### src/inc/gpsa_pkg.sv
// statistics and threshold-alarm constants, counter map and event carriers
// assumes the framing datapath and management logic share the same clock
//
// Overview of operation
// RULE_01 - count every received octet since clear
// RULE_02 - count received frames shorter than five bytes
// RULE_03 - count received frames longer than MTU
// RULE_04 - count bad-CRC received frames in HDLC
// RULE_05 - count bad-CRC transmitted frames in HDLC
// RULE_06 - separate transmit oversize and short counters
// RULE_07 - count outbound units dropped by error
// RULE_08 - count GFP frames and octets both ways
// RULE_09 - count received superblock CRC failures
// RULE_10 - count frames with corrected header bit
// RULE_11 - count frames with uncorrectable header errors
// RULE_12 - discard and count wrong payload type
// RULE_13 - count uncorrectable headers only in frame
// RULE_14 - threshold uses period delta or total
// RULE_15 - event only from below falling to above rising
// RULE_16 - rearm once value drops below falling
// RULE_17 - one event per crossing until rearmed
// RULE_18 - counters clear on reset or command
package gpsa_pkg;
    // ------------------------------------------------------------
    // counter map
    // ------------------------------------------------------------
    localparam int CW = 32;             // counter width
    localparam int NCNT = 23;           // number of counters
    localparam int C_RX_OCT = 0, C_RX_FRM = 1, C_RX_ERR = 2, C_TX_OCT = 3;
    localparam int C_TX_FRM = 4, C_TX_ERR = 5, C_RX_SHORT = 6, C_RX_OVER = 7;
    localparam int C_RX_CRC = 8, C_TX_CRC = 9, C_TX_SHORT = 10, C_TX_OVER = 11;
    localparam int C_GFP_RX_FRM = 12, C_GFP_TX_FRM = 13, C_SBLK_CRC = 14;
    localparam int C_GFP_RX_OCT = 15, C_GFP_TX_OCT = 16, C_HDR_CORR = 17;
    localparam int C_HDR_UNCORR = 18, C_BAD_TYPE = 19, C_LOF = 20;
    localparam int C_RX_MGMT = 21, C_TX_MGMT = 22;
    // ------------------------------------------------------------
    // framing limits and reset values
    // ------------------------------------------------------------
    localparam logic [15:0] MIN_FRAME_LEN = 16'h0005;  // shorter is truncated
    localparam logic [CW-1:0] CNT_RST = 32'h0000_0000;
    localparam logic [CW-1:0] PERIOD_RST = 32'h0000_0000;
    // ------------------------------------------------------------
    // types
    // ------------------------------------------------------------
    typedef logic [NCNT-1:0][CW-1:0] gpsa_cnt_arr_t;
    typedef struct packed {
        logic        valid;     // one-cycle frame-end strobe
        logic [15:0] length;    // frame length in bytes
        logic        crc_err;   // payload CRC failed
        logic        mgmt;      // client management frame
        logic [3:0]  ptype;     // GFP payload type
    } gpsa_rx_frame_t;
    typedef struct packed {
        logic        valid;
        logic [15:0] length;
        logic        crc_err;
        logic        mgmt;
    } gpsa_tx_frame_t;
    typedef enum logic [0:0] {
        GPSA_OUT_FRAME = 1'b0,
        GPSA_IN_FRAME  = 1'b1
    } gpsa_delin_t;
endpackage

### src/logic/gpsa_stats.sv
// port statistics counters, GFP delineation tracking and one RMON-style alarm
// assumes all event inputs are same-clock pulses from the framing datapath
`timescale 1ns/100ps
module gpsa_stats
    import gpsa_pkg::*;
(
    // clock and reset
    input  wire logic           i_clock,
    input  wire logic           i_resetn,
    // configuration
    input  wire logic           i_hdlc_mode,      // 1 hdlc, 0 gfp
    input  wire logic [15:0]    i_mtu,            // max frame length
    input  wire logic [3:0]     i_expect_type,    // expected client type
    input  wire logic           i_clear_stats,    // one-cycle clear command
    // receive events
    input  wire logic [7:0]     i_rx_octets,      // bytes received this cycle
    input  wire gpsa_rx_frame_t i_rx_frame,
    input  wire logic           i_sblk_crc_err,   // superblock crc fail pulse
    input  wire logic           i_hdr_corrected,  // single-bit header fix pulse
    input  wire logic           i_hdr_uncorr,     // multi-bit header error pulse
    input  wire logic           i_gfp_sync,       // delineation regained pulse
    // transmit events
    input  wire logic [7:0]     i_tx_octets,
    input  wire gpsa_tx_frame_t i_tx_frame,
    input  wire logic           i_tx_drop,        // unit not sent, error
    // alarm configuration
    input  wire logic [4:0]     i_alarm_sel,      // counter under watch
    input  wire logic           i_alarm_absolute, // 1 total, 0 per period
    input  wire logic [CW-1:0]  i_sample_period,  // cycles per sample
    input  wire logic [CW-1:0]  i_rise_thresh,
    input  wire logic [CW-1:0]  i_fall_thresh,
    // status outputs
    output logic                o_rx_discard,     // frame discarded, bad type
    output logic                o_in_frame,       // delineation state
    output gpsa_cnt_arr_t       o_counts,
    output logic [CW-1:0]       o_alarm_value,    // last sampled value
    output logic                o_alarm_armed,
    output logic                o_alarm_event     // one-cycle pulse
);
    // ------------------------------------------------------------
    // declarations
    // ------------------------------------------------------------
    gpsa_cnt_arr_t          cnt_reg, cnt_next;     // counter bank
    logic [NCNT-1:0][7:0]   inc;                   // per-counter increment
    gpsa_delin_t            delin_reg, delin_next; // delineation state
    logic                   discard_reg, discard_next;
    logic                   gfp;                   // gfp framing selected
    logic                   rx_short, rx_over, tx_short, tx_over;
    logic                   bad_type, rx_crc, uncorr_if;
    logic [CW-1:0]          per_reg, per_next;     // sample period counter
    logic [CW-1:0]          base_reg, base_next;   // count at period start
    logic [CW-1:0]          val_reg, val_next;
    logic                   armed_reg, armed_next;
    logic                   event_reg, event_next;
    logic                   sample_now;
    logic [CW-1:0]          watched, measured;

    // ------------------------------------------------------------
    // frame classification
    // ------------------------------------------------------------
    // length checks apply to both framings
    always_comb begin
        gfp       = ~i_hdlc_mode;
        rx_short  = i_rx_frame.valid && (i_rx_frame.length < MIN_FRAME_LEN);
        rx_over   = i_rx_frame.valid && (i_rx_frame.length > i_mtu);
        tx_short  = i_tx_frame.valid && (i_tx_frame.length < MIN_FRAME_LEN);
        tx_over   = i_tx_frame.valid && (i_tx_frame.length > i_mtu);
        rx_crc    = i_rx_frame.valid && i_rx_frame.crc_err && i_hdlc_mode;
        bad_type  = i_rx_frame.valid && gfp && !i_rx_frame.mgmt
                    && (i_rx_frame.ptype != i_expect_type);
        // a burst of header errors while already out of frame is not counted
        uncorr_if = gfp && i_hdr_uncorr && (delin_reg == GPSA_IN_FRAME);
    end

    // ------------------------------------------------------------
    // increments per counter
    // ------------------------------------------------------------
    always_comb begin
        inc = '0;
        inc[C_RX_OCT]     = i_rx_octets;                                   // RULE_01
        inc[C_RX_FRM]     = {7'h00, i_rx_frame.valid};
        inc[C_RX_ERR]     = {7'h00, rx_short | rx_over | rx_crc | bad_type
                             | (gfp & i_sblk_crc_err) | uncorr_if};
        inc[C_TX_OCT]     = i_tx_octets;
        inc[C_TX_FRM]     = {7'h00, i_tx_frame.valid};
        inc[C_TX_ERR]     = {7'h00, i_tx_drop};                            // RULE_07
        inc[C_RX_SHORT]   = {7'h00, rx_short};                             // RULE_02
        inc[C_RX_OVER]    = {7'h00, rx_over};                              // RULE_03
        inc[C_RX_CRC]     = {7'h00, rx_crc};                               // RULE_04
        inc[C_TX_CRC]     = {7'h00, i_tx_frame.valid & i_tx_frame.crc_err
                             & i_hdlc_mode};                               // RULE_05
        inc[C_TX_SHORT]   = {7'h00, tx_short};                             // RULE_06
        inc[C_TX_OVER]    = {7'h00, tx_over};                              // RULE_06
        // gfp frame counters exclude management frames; gfp octet counters do not
        inc[C_GFP_RX_FRM] = {7'h00, gfp & i_rx_frame.valid & ~i_rx_frame.mgmt}; // RULE_08
        inc[C_GFP_TX_FRM] = {7'h00, gfp & i_tx_frame.valid & ~i_tx_frame.mgmt}; // RULE_08
        inc[C_SBLK_CRC]   = {7'h00, gfp & i_sblk_crc_err};                 // RULE_09
        inc[C_GFP_RX_OCT] = gfp ? i_rx_octets : 8'h00;                     // RULE_08
        inc[C_GFP_TX_OCT] = gfp ? i_tx_octets : 8'h00;                     // RULE_08
        inc[C_HDR_CORR]   = {7'h00, gfp & i_hdr_corrected};                // RULE_10
        inc[C_HDR_UNCORR] = {7'h00, uncorr_if};                            // RULE_11
        inc[C_BAD_TYPE]   = {7'h00, bad_type};                             // RULE_12
        inc[C_LOF]        = {7'h00, uncorr_if};                            // RULE_13
        inc[C_RX_MGMT]    = {7'h00, gfp & i_rx_frame.valid & i_rx_frame.mgmt};
        inc[C_TX_MGMT]    = {7'h00, gfp & i_tx_frame.valid & i_tx_frame.mgmt};
    end

    // ------------------------------------------------------------
    // counter bank
    // ------------------------------------------------------------
    // clear restarts from this cycle's increment so no event is lost
    always_comb begin
        for (int k = 0; k < NCNT; k++) begin
            if (i_clear_stats) begin
                cnt_next[k] = {24'h000000, inc[k]};                        // RULE_18
            end else begin
                cnt_next[k] = cnt_reg[k] + {24'h000000, inc[k]};
            end
        end
    end

    always_ff @(posedge i_clock or negedge i_resetn) begin
        if (!i_resetn) begin
            cnt_reg <= '0;                                                 // RULE_18
        end else begin
            cnt_reg <= cnt_next;
        end
    end

    // ------------------------------------------------------------
    // delineation state and discard flag
    // ------------------------------------------------------------
    // uncorrectable header drops delineation; resync pulse regains it
    always_comb begin
        delin_next   = delin_reg;
        discard_next = bad_type;                                           // RULE_12
        unique case (delin_reg)
            GPSA_IN_FRAME: begin
                if (uncorr_if) begin
                    delin_next = GPSA_OUT_FRAME;                           // RULE_13
                end
            end
            GPSA_OUT_FRAME: begin
                if (i_gfp_sync) begin
                    delin_next = GPSA_IN_FRAME;
                end
            end
        endcase
    end

    always_ff @(posedge i_clock or negedge i_resetn) begin
        if (!i_resetn) begin
            delin_reg   <= GPSA_OUT_FRAME;
            discard_reg <= 1'b0;
        end else begin
            delin_reg   <= delin_next;
            discard_reg <= discard_next;
        end
    end

    // ------------------------------------------------------------
    // threshold alarm
    // ------------------------------------------------------------
    // a zero period samples every cycle; selector above the bank reads 0
    always_comb begin
        watched    = (i_alarm_sel < 5'(NCNT)) ? cnt_reg[i_alarm_sel] : CNT_RST;
        sample_now = (per_reg + 32'h0000_0001) >= i_sample_period;
        measured   = i_alarm_absolute ? watched : (watched - base_reg);    // RULE_14
        per_next   = sample_now ? PERIOD_RST : per_reg + 32'h0000_0001;
        base_next  = i_clear_stats ? CNT_RST : (sample_now ? watched : base_reg);
        val_next   = sample_now ? measured : val_reg;
        armed_next = armed_reg;
        event_next = 1'b0;
        if (sample_now) begin
            if (armed_reg && (measured > i_rise_thresh)) begin
                event_next = 1'b1;                                         // RULE_15
                armed_next = 1'b0;                                         // RULE_17
            end else if (!armed_reg && (measured < i_fall_thresh)) begin
                armed_next = 1'b1;                                         // RULE_16
            end
        end
    end

    always_ff @(posedge i_clock or negedge i_resetn) begin
        if (!i_resetn) begin
            per_reg   <= PERIOD_RST;
            base_reg  <= CNT_RST;
            val_reg   <= CNT_RST;
            armed_reg <= 1'b1;
            event_reg <= 1'b0;
        end else begin
            per_reg   <= per_next;
            base_reg  <= base_next;
            val_reg   <= val_next;
            armed_reg <= armed_next;
            event_reg <= event_next;
        end
    end

    // ------------------------------------------------------------
    // outputs
    // ------------------------------------------------------------
    assign o_counts      = cnt_reg;
    assign o_rx_discard  = discard_reg;
    assign o_in_frame    = (delin_reg == GPSA_IN_FRAME);
    assign o_alarm_value = val_reg;
    assign o_alarm_armed = armed_reg;
    assign o_alarm_event = event_reg;

    // ------------------------------------------------------------
    // assertions
    // ------------------------------------------------------------
    property p_rx_octets;
        @(posedge i_clock) disable iff (!i_resetn)
        !i_clear_stats |=> cnt_reg[C_RX_OCT] ==
            $past(cnt_reg[C_RX_OCT]) + {24'h000000, $past(i_rx_octets)};
    endproperty
    a_rx_octets: assert property (p_rx_octets)  // RULE_01
        else $error("rx octet count wrong");

    property p_rx_short;
        @(posedge i_clock) disable iff (!i_resetn)
        (!i_clear_stats && i_rx_frame.valid && i_rx_frame.length < MIN_FRAME_LEN)
            |=> cnt_reg[C_RX_SHORT] == $past(cnt_reg[C_RX_SHORT]) + 32'h0000_0001;
    endproperty
    a_rx_short: assert property (p_rx_short)  // RULE_02
        else $error("short frame not counted");

    property p_rx_over;
        @(posedge i_clock) disable iff (!i_resetn)
        (!i_clear_stats && i_rx_frame.valid && i_rx_frame.length <= i_mtu)
            |=> cnt_reg[C_RX_OVER] == $past(cnt_reg[C_RX_OVER]);
    endproperty
    a_rx_over: assert property (p_rx_over)  // RULE_03
        else $error("frame within mtu counted oversize");

    property p_crc_hdlc_only;
        @(posedge i_clock) disable iff (!i_resetn)
        (!i_clear_stats && !i_hdlc_mode) |=> $stable(cnt_reg[C_RX_CRC]);
    endproperty
    a_crc_hdlc_only: assert property (p_crc_hdlc_only)  // RULE_04
        else $error("crc counted outside hdlc");

    property p_lof_in_frame;
        @(posedge i_clock) disable iff (!i_resetn)
        (!i_clear_stats && delin_reg == GPSA_OUT_FRAME) |=> $stable(cnt_reg[C_LOF]);
    endproperty
    a_lof_in_frame: assert property (p_lof_in_frame)  // RULE_13
        else $error("loss of frame counted while out of frame");

    property p_bad_type;
        @(posedge i_clock) disable iff (!i_resetn)
        (bad_type && !i_clear_stats) |=> o_rx_discard
            && cnt_reg[C_BAD_TYPE] == $past(cnt_reg[C_BAD_TYPE]) + 32'h0000_0001;
    endproperty
    a_bad_type: assert property (p_bad_type)  // RULE_12
        else $error("bad type frame not discarded");

    property p_event_once;
        @(posedge i_clock) disable iff (!i_resetn)
        o_alarm_event |-> !o_alarm_armed && $past(o_alarm_armed)
            && o_alarm_value > $past(i_rise_thresh);
    endproperty
    a_event_once: assert property (p_event_once)  // RULE_17
        else $error("alarm event without arming");

    property p_rearm;
        @(posedge i_clock) disable iff (!i_resetn)
        (sample_now && !armed_reg && measured < i_fall_thresh) |=> o_alarm_armed;
    endproperty
    a_rearm: assert property (p_rearm)  // RULE_16
        else $error("alarm not rearmed");

    property p_clear;
        @(posedge i_clock) disable iff (!i_resetn)
        (i_clear_stats && !i_rx_frame.valid) |=> cnt_reg[C_RX_SHORT] == CNT_RST;
    endproperty
    a_clear: assert property (p_clear)  // RULE_18
        else $error("counter not cleared");

    // a drop strobe must land even though nothing else marks the frame
    property p_tx_drop;
        @(posedge i_clock) disable iff (!i_resetn)
        (i_tx_drop && !i_clear_stats)
            |=> cnt_reg[C_TX_ERR] == $past(cnt_reg[C_TX_ERR]) + 32'h0000_0001;
    endproperty
    a_tx_drop: assert property (p_tx_drop)  // RULE_07
        else $error("dropped unit not counted");

    // superblock errors only mean something under gfp framing
    property p_sblk_crc;
        @(posedge i_clock) disable iff (!i_resetn)
        (i_sblk_crc_err && !i_hdlc_mode && !i_clear_stats)
            |=> cnt_reg[C_SBLK_CRC] == $past(cnt_reg[C_SBLK_CRC]) + 32'h0000_0001;
    endproperty
    a_sblk_crc: assert property (p_sblk_crc)  // RULE_09
        else $error("superblock crc error not counted");

    c_event: cover property (@(posedge i_clock) disable iff (!i_resetn) o_alarm_event);
    c_rearm: cover property (@(posedge i_clock) disable iff (!i_resetn)
        !o_alarm_armed ##1 o_alarm_armed);
    c_lof:   cover property (@(posedge i_clock) disable iff (!i_resetn)
        o_in_frame ##1 !o_in_frame);
    c_discard: cover property (@(posedge i_clock) disable iff (!i_resetn) o_rx_discard);
endmodule

### config.mk
export PLATFORM = sky130hd
export DESIGN_NAME = gpsa_stats
export DESIGN_NICKNAME = d
export VERILOG_FILES = /design/src/inc/gpsa_pkg.sv /design/src/logic/gpsa_stats.sv
export SDC_FILE = /design/constraint.sdc
export NUM_CORES = 2
export LEC_CHECK = 0
export ABC_CLOCK_PERIOD_IN_PS = 10200
export BUFFER_PORTS_ARGS = -buffer_cell sky130_fd_sc_hd__clkbuf_2
export CAP_MARGIN = 20
export CORE_AREA = 2 2 376 378
export CTS_BUF_LIST = sky130_fd_sc_hd__clkbuf_16
export CTS_CLUSTER_SIZE = 40
export DETAILED_ROUTE_END_ITERATION = 7
export DIE_AREA = 0 0 378 380
export GPL_TIMING_DRIVEN = 0
export SLEW_MARGIN = 25
export SYNTH_ARGS = -nofsm -noshare
export SYNTH_HDL_FRONTEND = slang
export SYNTH_SLANG_ARGS = --single-unit
### constraint.sdc
create_clock -name i_clock -period 10.2 [get_ports i_clock]
set_clock_uncertainty 0.1 [all_clocks]
set_input_delay 1.02 -clock i_clock [delete_from_list [all_inputs] [get_ports i_clock]]
set_output_delay 1.02 -clock i_clock [all_outputs]
set_load 0.05 [all_outputs]
After elaboration in Yosys (flattened, before gate mapping)
Cells that the tools add are included.

operators by class
  $add $sub $neg = 25
  multiplexer cells = 39
  reduce and logical (&&, ||, !) cells = 18
  eq/ne operators = 1
  $mul = 0
  divide/modulo/power cells = 0
  bitwise gates (word level) = 19
  shifts and indexed selects = 0
  magnitude comparators = 9

operator list
  cell                                                                           number
  32-bit 2-to-1 mux                                                              29
  32-bit by 1-bit adder with 32-bit output                                       19
  32-bit binary-select mux with 5-bit select                                     1
  32-bit by 8-bit adder with 32-bit output                                       4
  32-bit by 1-bit adder with 32-bit output, second input constant                1
  32-bit greater-or-equal comparator                                             1
  16-bit > comparator                                                            2
  32-bit > comparator                                                            1
  16-bit by 3-bit less-than comparator with 1-bit output, second input constant  2
  32-bit less-than comparator                                                    1
  32-bit subtractor                                                              1
  8-bit 2-to-1 mux                                                               2
  1-bit logical AND                                                              13
  1-bit bitwise AND                                                              10
  5-bit by 6-bit less-than comparator with 1-bit output, second input constant   1
  1-bit 2-to-1 mux                                                               6
  5-bit less-than comparator, second input constant                              1
  1-bit bitwise OR                                                               5
  4-bit inequality test                                                          1
  1-bit inverter                                                                 4
  2-bit nonzero test                                                             2
  1-bit logical NOT                                                              2
  1-bit case mux with 2 select lines                                             1
  2-bit AND reduction                                                            1

storage, ports and cells
  input bits = 189
  word-level logic and storage cells = 141
  bits in latches = 0
  bits in writable memories = 0
  ROM bits = 0
  flip-flop bits (word level) = 836
  memories = 0
  output and inout bits = 772

Longest topological paths before layout
  word-level depth = 9
  depth in mapped cells = 31
  gate-level depth less buffers = 28

Worst setup path after synthesis
Ideal clock, no wire load.

  kind = input-to-reg
  start point = input i_alarm_sel[0]
  end point = register armed_reg (netlist: o_alarm_armed)
  buffers on the path = 3
  stages on the path = 28
  path slack = 3,603 ps
  setup time = 75 ps
  data arrival time = 6,422 ps
  data required time = 10,025 ps
  path through = buf_6 -> buf_6 -> buf_6 -> mux4_2 -> mux4_2 -> nand2_1 -> o21ai_1 -> fa_1 -> a211o_1 -> a211oi_1 -> nor3b_1 -> o21ai_1 -> a21oi_1 -> a21o_1 -> a21oi_1 -> xor2_1 -> o21ai_1 -> ha_1 -> a21o_1 -> a21o_1 -> a21o_1 -> a21o_1 -> a21o_1 -> a21o_1 -> a221o_1 -> a21oi_1 -> nor3b_1 -> nor3_2

between the ends
  longest elaborated chain between the ends = 9
  elaborated cells on any way between the ends = 13
  those cells by class = add/sub: 1; order compare: 3; mux: 5; reduce/logical: 4

ends and longest elaborated chain
  element                                                             RTL line                              source
  start, declared                                                     gpsa_stats.sv:27                      input wire logic [4:0] i_alarm_sel,
  32-bit binary-select mux with 5-bit select                          gpsa_stats.sv:166                     watched = (i_alarm_sel < 5'(NCNT)) ? cnt_reg[i_alarm_sel] : CNT_RST;
  32-bit 2-to-1 mux (implied by the code)                             gpsa_stats.sv:166
  32-bit 2-to-1 mux (*)                                               gpsa_stats.sv:166
  32-bit subtractor                                                   gpsa_stats.sv:168                     measured = i_alarm_absolute ? watched : (watched - base_reg);
  32-bit 2-to-1 mux (*)                                               gpsa_stats.sv:168
  net measured[24]                                                    gpsa_stats.sv:56                      logic [CW-1:0] watched, measured;
  32-bit > comparator or 32-bit less-than comparator (tied branches)  gpsa_stats.sv:175, gpsa_stats.sv:178
  1-bit logical AND (on tied branches)                                gpsa_stats.sv:175, gpsa_stats.sv:178
  2-bit nonzero test (no line)                                        n/a
  2-bit AND reduction (no line)                                       n/a
  end signal, assigned                                                gpsa_stats.sv:195                     armed_reg <= armed_next;
  end, declared                                                       gpsa_stats.sv:53                      logic armed_reg, armed_next;

Mark *: on every way through the listed nets, which the timed path passes. The rest lies on a longest branch. The select of a mux whose other input is x is not followed.
A chain may end at the register's enable or synchronous reset.

Final worst setup path
  start point = input i_alarm_sel[1]
  end point = register armed_reg (netlist: o_alarm_armed)

Same word-level chain as after synthesis.

==> impl_metrics.ini <==
[floorplanning]
ios = 961
die_x_um = 378
die_area_um2 = 143600
num_rows = 137
start_util_pct = 36.17
core_um2 = 139200
die_h_um = 380

[synth]
yosys_warnings = 0
yosysMostFrequentCell = dfrtp_1
async_reset_ff_share_pct = 100.0
ys_types = 70
ys_seq_area_share_pct = 41.56
synth_common_cells = dfrtp_1 (835), nor2_1 (715), nand2_1 (435)
synth.cell_area_um2 = 50340
synth_largest_area_cell = dfrtp_1
ys_top_cells_by_area = dfrtp_1 (42%), mux4_2 (8.6%), xor2_1 (7.3%)
syn_nets = 5580
netlist.area_leader.share_pct = 41.51
synth_seq_cells = 836
syn_inst = 5157
synth_area_per_cell_um2 = 9.762
synth_edf_count = 0
ys.flop_type = dfrtp_1

[drt]
first_pass_iters = 6
drtAntennaViolNets = 0
routed_wirelength_um = 235700
drc_errors = 0
post_drt_wl_per_cell_um = 28.76
num_vias = 45850
drt_iter0_markers = 4419
via_per_inst = 5.594

[layout]
final_cells = 8196
area_growth_pct = 21.94
largest_reg_flops = 736
nNetsFinal = 6655
fillCellCount = 13630
drive_above_1_share_pct = 22.87

[power]
p_clk_share_pct = 43.9
combPwrFrac_pct = 16.1
p_total_uw = 8643
swShare_pct = 30.79
power.internal_uw = 5981
p_switching_uw = 2661
pwr-share-seq_pct = 40.0
p_per_area_nw_per_um2 = 140.8
leakage_uw = 0.02909
peakVddDrop_v = 0.0001423

[placement]
place.gp.congestion = 0.9977
placed_cells = 8007
io_buffers = 956
dp_hpwl_um = 192900

[flow_run]
cap_violations = 0

[clocking]
cts.path.max_buffers = 3
cts.repair.resized = 0
clock_latency_ps = 740
postCtsHoldBufs = 0
post_cts_buffers = 0
path_clk_slew_ps = 60
cts-htree-levels = 3
cts_tree = done
clock_sinks = 836
cts_buffers = 99
root_buffer = clkbuf_16

[timing]
fmax_mhz = 119.1
fin_crit_ps = 8395
hold_viol = 0
setup_violations = 0
slew_violations = 0
finalCritPeriodShare_pct = 82.30
timing.slew.headroom_pct = 24.80
worst_slew_pin_slew_ps = 1128
rsz0062_at_grt = no
tns_ps = 0

[setup_path]
worstPathRequired_ps = 10760
r2r_slack_ps = 3030
crit_fanout = 10
crit_path_top_delay_cell = clkbuf_1
cp_common_cell = a21o_1
critical_path_class = in -> reg
timing.rr.end = o_alarm_armed$_DFFE_PN1P_
r2r_start = o_counts[96]$_DFF_PN0_
max_stage_delay_ps = 730
critPathArrivalTime_ps = 8950
setup.worst_path.start = i_alarm_sel[1]
r2r_cells = 26
start_kind = input port
cp-endpoint = o_alarm_armed$_DFFE_PN1P_
crit_path_end_kind = register

[global_route]
grt_pass1_vias = 43730
grt_max_degree = 83
antenna_found_initial = 14
grt_pass1_wl_um = 330000
grt-ovfl-total = 0
track_usage_pct = 32.12

[hold_path]
hp-class = in -> async

[status]
status = completed
[worst min path at each step]
stage                                      start                           end  slack (ps)
finish                                  i_resetn       o_counts[198]$_DFF_PN0_          50
global route                            i_resetn       o_counts[226]$_DFF_PN0_          60
CTS                                     i_resetn       o_counts[226]$_DFF_PN0_          10
detailed placement  o_alarm_value[6]$_DFFE_PN0P_  o_alarm_value[6]$_DFFE_PN0P_         400
global placement    o_alarm_value[9]$_DFFE_PN0P_  o_alarm_value[9]$_DFFE_PN0P_         390
floorplan                   per_reg[0]$_DFF_PN0_          per_reg[0]$_DFF_PN0_         380
[cell usage in the layout, fill, tap and decap left out, types with 112 or more instances in the layout]
cell type  instances
ha_1             229
nand3_1          255
dfrtp_1          835
a21oi_1          168
o21ai_0          189
xor2_1           419
nor2_1           715
or3_1            112
clkbuf_2         966
nand2_1          435
and3_1           181
xnor2_1          219
inv_1            243
mux4_2           192
clkbuf_1         146
[layer usage]
metal | share of wire (%) | vias to the layer above | global-route usage [%]
met3 | 9.0 | 501 | 8.719
met4 | 6.8 | 8 | 18.20
met1 | 40 | 23100 | 41.10
li1 | - | 20100 | -
met5 | 0.020 | - | 0
met2 | 44 | 2132 | 48.88
[kinds of logic (layout without fill, tap and decap cells)]
family                     after synthesis  in the layout  share of synthesized area [%]
other                                    0              2                              0
AOI/OAI and AO/OA                      605            605                          7.019
buffers and inverters                  437           1598                          3.430
and+or+nand+nor                       2091           2091                          19.79
adders and majority gates              234            234                          5.890
muxes                                  316            316                          11.21
DFF                                    836            836                          41.56
xor gates and xnor gates               638            638                          11.10
[power groups by stage]
stage	sequential (uW)	clock [uW]	combinational (uW)
final	3460	3800	1390
after global routing	3460	3980	1500
after CTS	3460	3850	1390
after detailed placement	3520	0	1390
after global placement	3520	0	1350
after floorplan	3670	0	620
[worst max-delay path: cells and delay by family]
kind	cells	cell delay, ps
buf+inv	4	2190
xor+xnor	1	170
mux	1	470
fa+ha+maj	2	720
simple gates	3	420
compound gates	17	3910
[metrics by stage]
stage | util [%] | hold WS, ps | setup slack [ps] | cell area (um2)
2_1_floorplan | - | 377.9 | 3603 | 50340
3_3_place_gp | 41.29 | 389.5 | -13690 | 57480
3_5_place_dp | 41.65 | 396.3 | 1017 | 57970
4_1_cts | 44.10 | 14.48 | 1785 | 61380
5_1_grt | 44.10 | 57.29 | 1425 | 61390
6_report | 44.10 | 53.92 | 1805 | 61390
[area by class of cell]
class                           count  area (um2)  area share (%)
Buffer                            207       882.1           1.437
Inverter                          230       863.3           1.406
Clock inverter                     88       934.6           1.523
Tap cell                         1876        2347           3.824
Sequential cell                   836       20920           34.08
Multi-Input combinational cell   3884       27710           45.14
Timing Repair Buffer              974        5249           8.550
Clock buffer                       99        2477           4.036
Antenna cell                        2       5.005        0.008153
No activity file was read; power rests on OpenSTA's default activity.
